`config.mk`:
```
export PLATFORM = sky130hd
export DESIGN_NAME = tvc_thruster_valve_ctrl
export DESIGN_NICKNAME = d
export VERILOG_FILES = /design/src/hdl/tvc_pkg.sv /design/src/hdl/tvc_link_if.sv /design/src/hdl/tvc_serial_rx.sv /design/src/hdl/tvc_pulse_timer.sv /design/src/hdl/tvc_thruster_valve_ctrl.sv
export SDC_FILE = /design/constraint.sdc
export NUM_CORES = 1
export LEC_CHECK = 0
export BUFFER_PORTS_ARGS = -buffer_cell sky130_fd_sc_hd__buf_2
export CAP_MARGIN = 10
export CORE_MARGIN = 4
export CORE_UTILIZATION = 45
export DETAILED_ROUTE_END_ITERATION = 6
export GPL_TIMING_DRIVEN = 0
export SETUP_SLACK_MARGIN = 0.2
export SLEW_MARGIN = 20
export SYNTH_ARGS = -nofsm -noshare
export SYNTH_HDL_FRONTEND = slang
export SYNTH_SLANG_ARGS = --single-unit
```
`constraint.sdc`:
```
create_clock -name clock -period 2.7 [get_ports clock]
set_input_delay 0.405 -clock clock [delete_from_list [all_inputs] [get_ports clock]]
set_output_delay 0.405 -clock clock [all_outputs]
set_load 0.05 [all_outputs]
```
`src/hdl/tvc_pkg.sv`:
```
// constants for the thruster and valve command logic
package tvc_pkg;
   localparam int CMD_BITS        = 37;
   localparam int NUM_ENG         = 12;
   localparam int NUM_VALVE       = 7;
   localparam int TC_LSB          = 0;
   localparam int XFER_BIT        = 12;
   localparam int EN_LSB          = 13;
   localparam int VALVE_LSB       = 25;
   localparam int LARGE_PULSE_BIT = 32;
   localparam int PRIMARY_BIT     = 33;
   localparam int ACCEL_BIT       = 34;
   localparam int PHASE_BIT       = 35;
   localparam int SMALL_PULSE_BIT = 36;
   localparam logic [11:0] LARGE_ENG_MASK = 12'h492;
   localparam logic [11:0] PN_ENG_MASK    = 12'h410;
   localparam int PULSE_MS        = 100;
   localparam int CLK_MHZ         = 100;
   localparam int PULSE_CYC       = PULSE_MS * 1000 * CLK_MHZ;
endpackage

```
`src/hdl/tvc_link_if.sv`:
```
// carrier for a received command word
`timescale 1ns/1ps
interface tvc_link_if;
   logic [36:0] word;
   logic        done;
   modport rx   (output word, output done);
   modport core (input word, input done);
endinterface

```
`src/hdl/tvc_serial_rx.sv`:
```
// serial command word receiver on the system clock
`timescale 1ns/1ps
module tvc_serial_rx
   import tvc_pkg::*;
(
   input  wire logic clock,
   input  wire logic rst,
   input  wire logic link_clk,
   input  wire logic link_data,
   input  wire logic link_gate,
   tvc_link_if.rx    lnk
);
   logic [2:0]  s1_ff, s2_ff, s3_ff;
   logic [36:0] sr_ff, nxt_sr;
   logic [5:0]  cnt_ff, nxt_cnt;
   logic        done_ff, nxt_done;
   logic        clk_fall, gate_rise, gate_fall;

   ////////////////////////////////////////////////////////////////////
   // two-stage synchronisers then edge history
   always_ff @(posedge clock) begin
      if (rst) begin
         s1_ff <= 3'h0;
         s2_ff <= 3'h0;
         s3_ff <= 3'h0;
      end else begin
         s1_ff <= {link_gate, link_data, link_clk};
         s2_ff <= s1_ff;
         s3_ff <= s2_ff;
      end
   end

   assign clk_fall  = s3_ff[0] & ~s2_ff[0];
   assign gate_rise = ~s3_ff[2] & s2_ff[2];
   assign gate_fall = s3_ff[2] & ~s2_ff[2];

   ////////////////////////////////////////////////////////////////////
   // shift on the trailing clock edge inside the gate, first bit lands low
   always_comb begin
      nxt_sr   = sr_ff;
      nxt_cnt  = cnt_ff;
      nxt_done = 1'b0;
      if (gate_rise) begin
         nxt_cnt = 6'h00;
      end else if (s2_ff[2] && clk_fall) begin
         nxt_sr = {s2_ff[1], sr_ff[36:1]};
         if (cnt_ff != 6'h3f) begin
            nxt_cnt = cnt_ff + 6'h01;
         end
      end
      if (gate_fall && cnt_ff == 6'(CMD_BITS)) begin
         nxt_done = 1'b1;
      end
   end

   always_ff @(posedge clock) begin
      if (rst) begin
         sr_ff   <= 37'h0;
         cnt_ff  <= 6'h00;
         done_ff <= 1'b0;
      end else begin
         sr_ff   <= nxt_sr;
         cnt_ff  <= nxt_cnt;
         done_ff <= nxt_done;
      end
   end

   assign lnk.word = sr_ff;
   assign lnk.done = done_ff;
endmodule

```
`src/hdl/tvc_pulse_timer.sv`:
```
// timed pulse gate for one thruster class
`timescale 1ns/1ps
module tvc_pulse_timer #(
   parameter int CYC = 10000000
) (
   input  wire logic clock,
   input  wire logic rst,
   input  wire logic start,
   input  wire logic mode,
   output logic      gate
);
   localparam int W = $clog2(CYC + 1);
   logic [W-1:0] cnt_ff, nxt_cnt;

   always_comb begin
      nxt_cnt = cnt_ff;
      if (start) begin
         nxt_cnt = W'(CYC);
      end else if (cnt_ff != '0) begin
         nxt_cnt = cnt_ff - W'(1);
      end
   end

   always_ff @(posedge clock) begin
      if (rst) begin
         cnt_ff <= '0;
      end else begin
         cnt_ff <= nxt_cnt;
      end
   end

   assign gate = ~mode | (cnt_ff != '0);
endmodule

```
`src/hdl/tvc_thruster_valve_ctrl.sv`:
```
// engine and latch valve command logic, top level
`timescale 1ns/1ps
module tvc_thruster_valve_ctrl
   import tvc_pkg::*;
#(
   parameter int SMALL_PULSE_CYC = PULSE_CYC,
   parameter int LARGE_PULSE_CYC = PULSE_CYC
) (
   input  wire logic        clock,
   input  wire logic        rst,
   input  wire logic        link_clk,
   input  wire logic        link_data,
   input  wire logic        link_gate,
   input  wire logic        torque_req_pitch_pos,
   input  wire logic        torque_req_pitch_neg,
   input  wire logic        torque_req_yaw_pos,
   input  wire logic        torque_req_yaw_neg,
   input  wire logic        torque_req_roll_pos,
   input  wire logic        torque_req_roll_neg,
   input  wire logic        sec_alt_sel,
   input  wire logic        precession,
   input  wire logic        nutation,
   output logic [11:0]      engine_drive,
   output logic [6:0]       valve_open,
   output logic             primary_mode,
   output logic             accel_sel,
   output logic             phase_invert,
   output logic             large_jet_pulse_mode,
   output logic             small_jet_pulse_sel
);
   tvc_link_if lnk ();

   logic [11:0] tc_ff, nxt_tc;
   logic [11:0] en_ff, nxt_en;
   logic [6:0]  valve_ff, nxt_valve;
   logic        lpm_ff, nxt_lpm;
   logic        prim_ff, nxt_prim;
   logic        acc_ff, nxt_acc;
   logic        inv_ff, nxt_inv;
   logic        spm_ff, nxt_spm;
   logic [11:0] eng_ff, nxt_eng;
   logic [11:0] req_raw, req_blk;
   logic        small_jet_gate, large_jet_gate;

   ////////////////////////////////////////////////////////////////////
   // serial receiver and pulse gates
   tvc_serial_rx u_rx (
      .clock     (clock),
      .rst       (rst),
      .link_clk  (link_clk),
      .link_data (link_data),
      .link_gate (link_gate),
      .lnk       (lnk.rx)
   );

   tvc_pulse_timer #(.CYC(SMALL_PULSE_CYC)) u_small (
      .clock (clock),
      .rst   (rst),
      .start (lnk.done),
      .mode  (spm_ff),
      .gate  (small_jet_gate)
   );

   tvc_pulse_timer #(.CYC(LARGE_PULSE_CYC)) u_large (
      .clock (clock),
      .rst   (rst),
      .start (lnk.done),
      .mode  (lpm_ff),
      .gate  (large_jet_gate)
   );

   ////////////////////////////////////////////////////////////////////
   // command word holding registers
   always_comb begin
      nxt_tc    = tc_ff;
      nxt_en    = en_ff;
      nxt_valve = valve_ff;
      nxt_lpm   = lpm_ff;
      nxt_prim  = prim_ff;
      nxt_acc   = acc_ff;
      nxt_inv   = inv_ff;
      nxt_spm   = spm_ff;
      if (lnk.done) begin
         nxt_tc = lnk.word[TC_LSB +: NUM_ENG];
         if (lnk.word[XFER_BIT]) begin
            nxt_en    = lnk.word[EN_LSB +: NUM_ENG];
            nxt_valve = lnk.word[VALVE_LSB +: NUM_VALVE];
            nxt_lpm   = lnk.word[LARGE_PULSE_BIT];
            nxt_prim  = lnk.word[PRIMARY_BIT];
            nxt_acc   = lnk.word[ACCEL_BIT];
            nxt_inv   = lnk.word[PHASE_BIT];
            nxt_spm   = lnk.word[SMALL_PULSE_BIT];
         end
      end
   end

   always_ff @(posedge clock) begin
      if (rst) begin
         tc_ff    <= 12'h000;
         en_ff    <= 12'h000;
         valve_ff <= 7'h00;
         lpm_ff   <= 1'b0;
         prim_ff  <= 1'b0;
         acc_ff   <= 1'b0;
         inv_ff   <= 1'b0;
         spm_ff   <= 1'b0;
      end else begin
         tc_ff    <= nxt_tc;
         en_ff    <= nxt_en;
         valve_ff <= nxt_valve;
         lpm_ff   <= nxt_lpm;
         prim_ff  <= nxt_prim;
         acc_ff   <= nxt_acc;
         inv_ff   <= nxt_inv;
         spm_ff   <= nxt_spm;
      end
   end

   ////////////////////////////////////////////////////////////////////
   // axis torque requests to engines; bit n-1 is engine n
   always_comb begin
      req_raw = 12'h000;
      if (prim_ff) begin
         if (torque_req_pitch_pos) begin
            req_raw[2] = 1'b1;
            req_raw[6] = 1'b1;
         end
         if (torque_req_pitch_neg) begin
            req_raw[0] = 1'b1;
            req_raw[8] = 1'b1;
         end
         if (torque_req_yaw_pos) begin
            req_raw[5] = 1'b1;
            req_raw[9] = 1'b1;
         end
         if (torque_req_yaw_neg) begin
            req_raw[3]  = 1'b1;
            req_raw[11] = 1'b1;
         end
         if (torque_req_roll_pos) begin
            req_raw[3] = 1'b1;
            req_raw[9] = 1'b1;
         end
         if (torque_req_roll_neg) begin
            req_raw[5]  = 1'b1;
            req_raw[11] = 1'b1;
         end
      end else begin
         if (torque_req_pitch_pos) begin
            req_raw[sec_alt_sel ? 6 : 2] = 1'b1;
         end
         if (torque_req_pitch_neg) begin
            req_raw[sec_alt_sel ? 8 : 0] = 1'b1;
         end
         if (torque_req_yaw_pos) begin
            req_raw[sec_alt_sel ? 9 : 5] = 1'b1;
         end
         if (torque_req_yaw_neg) begin
            req_raw[sec_alt_sel ? 11 : 3] = 1'b1;
         end
         if (torque_req_roll_pos) begin
            req_raw[0] = 1'b1;
            req_raw[6] = 1'b1;
         end
         if (torque_req_roll_neg) begin
            req_raw[2] = 1'b1;
            req_raw[8] = 1'b1;
         end
      end
   end

   ////////////////////////////////////////////////////////////////////
   // opposing pairs 1/3, 7/9, 4/6, 10/12 cancel each other
   always_comb begin
      req_blk = req_raw;
      if (req_raw[0] && req_raw[2]) begin
         req_blk[0] = 1'b0;
         req_blk[2] = 1'b0;
      end
      if (req_raw[6] && req_raw[8]) begin
         req_blk[6] = 1'b0;
         req_blk[8] = 1'b0;
      end
      if (req_raw[3] && req_raw[5]) begin
         req_blk[3] = 1'b0;
         req_blk[5] = 1'b0;
      end
      if (req_raw[9] && req_raw[11]) begin
         req_blk[9]  = 1'b0;
         req_blk[11] = 1'b0;
      end
   end

   ////////////////////////////////////////////////////////////////////
   // engine drive equations
   always_comb begin
      nxt_eng = 12'h000;
      for (int i = 0; i < NUM_ENG; i++) begin
         if (!LARGE_ENG_MASK[i]) begin
            nxt_eng[i] = (req_blk[i] | tc_ff[i]) & en_ff[i]
                         & small_jet_gate;
         end else if (PN_ENG_MASK[i]) begin
            nxt_eng[i] = (precession | nutation | tc_ff[i]) & en_ff[i]
                         & large_jet_gate;
         end else begin
            nxt_eng[i] = tc_ff[i] & en_ff[i] & large_jet_gate;
         end
      end
   end

   always_ff @(posedge clock) begin
      if (rst) begin
         eng_ff <= 12'h000;
      end else begin
         eng_ff <= nxt_eng;
      end
   end

   ////////////////////////////////////////////////////////////////////
   // outputs
   assign engine_drive         = eng_ff;
   assign valve_open           = valve_ff;
   assign primary_mode         = prim_ff;
   assign accel_sel            = acc_ff;
   assign phase_invert         = inv_ff;
   assign large_jet_pulse_mode = lpm_ff;
   assign small_jet_pulse_sel  = spm_ff;
endmodule

```
==> metrics.yaml <==
status: "finished, final reports clean"
dr_wl_met3_um: 418
gp_congestion: 0.807
synth_edf_count: 0
layout_min_cycle_time_ns: 2.29
fin_setup_tns_ns: 0
crit_type: "flop to flop"
rsz0062_at_grt: "no"
hold_ws_ns: 0.192
clk_pin_slew_ns: 0.06
irDropWorstVdd_mv: 0.502
post_synth.cell_area_avg_um2: 8.54
fmax_mhz: 437
postRouteWirelength_um: 13900
dieWidth_um: 124
topRoutingLayerUsed: "met4"
cts_max_level: 4
clk_latency_ns: 0.42
end_kind: "flop"
hold_viol_final: 0
power_mw: 7.68
clock-sinks: 148
start_kind: "flop"
layout.nets: 785
overflow: 0
ioPinCount: 38
leakagePower_nw: 2.61
core_area_um2: 12900
power.density_nw_per_um2: 1090
syn_inst: 705
port-buffer-count: 37
tightest_slew_ns: 0.822
seq_area_frac_synth: 0.492
grt_max_degree: 17
avgRoutedWirePerCell_um: 14.6
grt_pass1_wl_um: 23200
synthesis.area_um2: 6020
synth_top_area_share: 0.492
drtPass1Iterations: 5
layout_common_cells: "dfxtp_1, nand2_1, a21oi_1, nor2_1, buf_2"
finClkSkew_ns: 0.00741
drtIter0Drc: 242
diodes: 0
slew_viol_final: 0
ys.warnings.count: 0
final_cells: 950
timing.final.crit_share: 0.847
drc: 0
crit_fanout: 7
ys_dominant_reg_cell: "dfxtp_1"
dpl.hpwl_um: 9810
wl_met1_um: 6480
grt_antenna_before_repair: 0
routed-via-count: 5085
start_util: 0.468
cts_root_buffer: "clkbuf_16"
cp.required_ns: 3.05
cts_buffers: 17
setup_viol: 0
grt_pass1_vias: 4811
drt-vias-per-instance: 5.35
track_usage: 0.193
cts_tree: "built"
dieArea_um2: 15300
dp_cells: 914
yosys-top-cells-area: "dfxtp_1, nand2_1, a21oi_1"
met2_length_um: 6770
cts.path.max_buffers: 2
fin_util: 0.546
syn2layout_area_growth_pct: 16.7
ant_nets: 0
ys_types: 59
slew_headroom: 0.450
die_y_um: 124
yosysTopAreaCell: "dfxtp_1"
synth_seq_cells: 148
hold_buffers: 0
holdCritPathClass: "primary input to flop"
async_reset_ff_frac: 0
num_rows: 41
synth.net_count: 725
drive_above_1_share: 0.121
final_common_cell: "dfxtp_1"
maxCapViolations: 0
cp.arrival_ns: 2.64
==> final timing paths <==
kind	depth (start not counted)	slack, ns	end	from
min reg2reg	2	0.45	u_rx.lnk.word[36]$_SDFFE_PP0P_	u_rx.s2_ff[1]$_SDFF_PP0_
max	6	0.41	u_small.cnt_ff[18]$_SDFFE_PP0P_	u_small.cnt_ff[3]$_SDFFE_PP0P_
max reg2reg	6	0.41	u_small.cnt_ff[18]$_SDFFE_PP0P_	u_small.cnt_ff[3]$_SDFFE_PP0P_
min	2	0.19	u_rx.s1_ff[2]$_SDFF_PP0_	link_gate
==> power by group <==
part | internal [mW] | switching (mW) | total, mW
clock | 1.30 | 0.959 | 2.26
sequential | 2.48 | 0.287 | 2.77
combinational | 1.09 | 1.56 | 2.65
==> final cells by class <==
cell class / instances / area, um^2
clock buffers: 19 / 443
well taps: 172 / 215
fillers: 1223 / 5850
repair buffers: 41 / 215
clock inverters: 13 / 124
inverters: 10 / 37.5
flip-flops and latches: 148 / 2960
plain buffers: 36 / 150
multi-input cells: 511 / 2880
==> routing by layer <==
metal  track usage  vias to the layer above
met5             0                        -
met3        0.0422                       13
li1              -                     2588
met2         0.319                       68
met1         0.244                     2416
met4        0.0747                        0
==> state kept, by name (all words and copies together), names as in the netlist <==
| name | flops |
|---|---|
| u_rx.s2_ff | 3 |
| u_small.cnt_ff | 24 |
| u_rx.cnt_ff | 6 |
| u_large.cnt_ff | 24 |
| en_ff | 12 |
| large_jet_pulse_mode | 1 |
| small_jet_pulse_sel | 1 |
| u_rx.s3_ff | 2 |
| phase_invert | 1 |
| tc_ff | 12 |
| accel_sel | 1 |
| u_rx.s1_ff | 3 |
| valve_open | 7 |
| u_rx.lnk.word | 37 |
| primary_mode | 1 |
| u_rx.lnk.done | 1 |
| engine_drive | 12 |
==> Yosys cell counts (5+ instances only) <==
| cell type | instances |
|---|---|
| nor2b_1 | 9 |
| mux2i_1 | 12 |
| o31ai_1 | 6 |
| a21oi_1 | 83 |
| nand3_1 | 5 |
| o21ai_0 | 10 |
| or4_1 | 9 |
| dfxtp_1 | 148 |
| ha_1 | 6 |
| xnor2_1 | 15 |
| and3_1 | 9 |
| xor2_1 | 14 |
| inv_1 | 10 |
| or3_1 | 12 |
| o211ai_1 | 6 |
| clkbuf_1 | 28 |
| nor4_1 | 11 |
| nand2_1 | 138 |
| a31oi_1 | 6 |
| nor3_1 | 17 |
| nand4_1 | 8 |
| nor2_1 | 70 |
==> worst max-delay path: stages (launching register included) <==
cell     delay [ns]
dfxtp_1        0.35
or4_1          0.56
buf_6          0.16
nor3_4         0.25
o21ai_1        0.23
or4_1          0.52
a21oi_1        0.15
==> kinds of logic (layout without fill, tap and decap cells) <==
group                    count (synthesis)  in the layout  synth area share
flip-flops                             148            148             0.492
multiplexers                            12             12            0.0200
AND/OR/NAND/NOR                        321            321             0.258
AO/OA/AOI/OAI                          143            143             0.144
buffers and inverters                   46            119            0.0312
adder cells (fa/ha/maj)                  6              6            0.0125
XOR/XNOR                                29             29            0.0422
==> repair_timing <==
item | CTS | global route
endpoints found under the setup margin | 8 | 15
buffers inserted | 1 | 3
gates resized for setup | 0 | 1
pin swaps | 1 | 1
==> through the flow <==
step / cell area [um^2] / worst slack, ns
floorplan: 6020 / 0.661
global placement: 6420 / 0.0987
detailed placement: 6420 / 0.109
CTS: 7000 / 0.341
global route: 7020 / 0.278
finish: 7020 / 0.412
(Power assumes the default switching activity.)
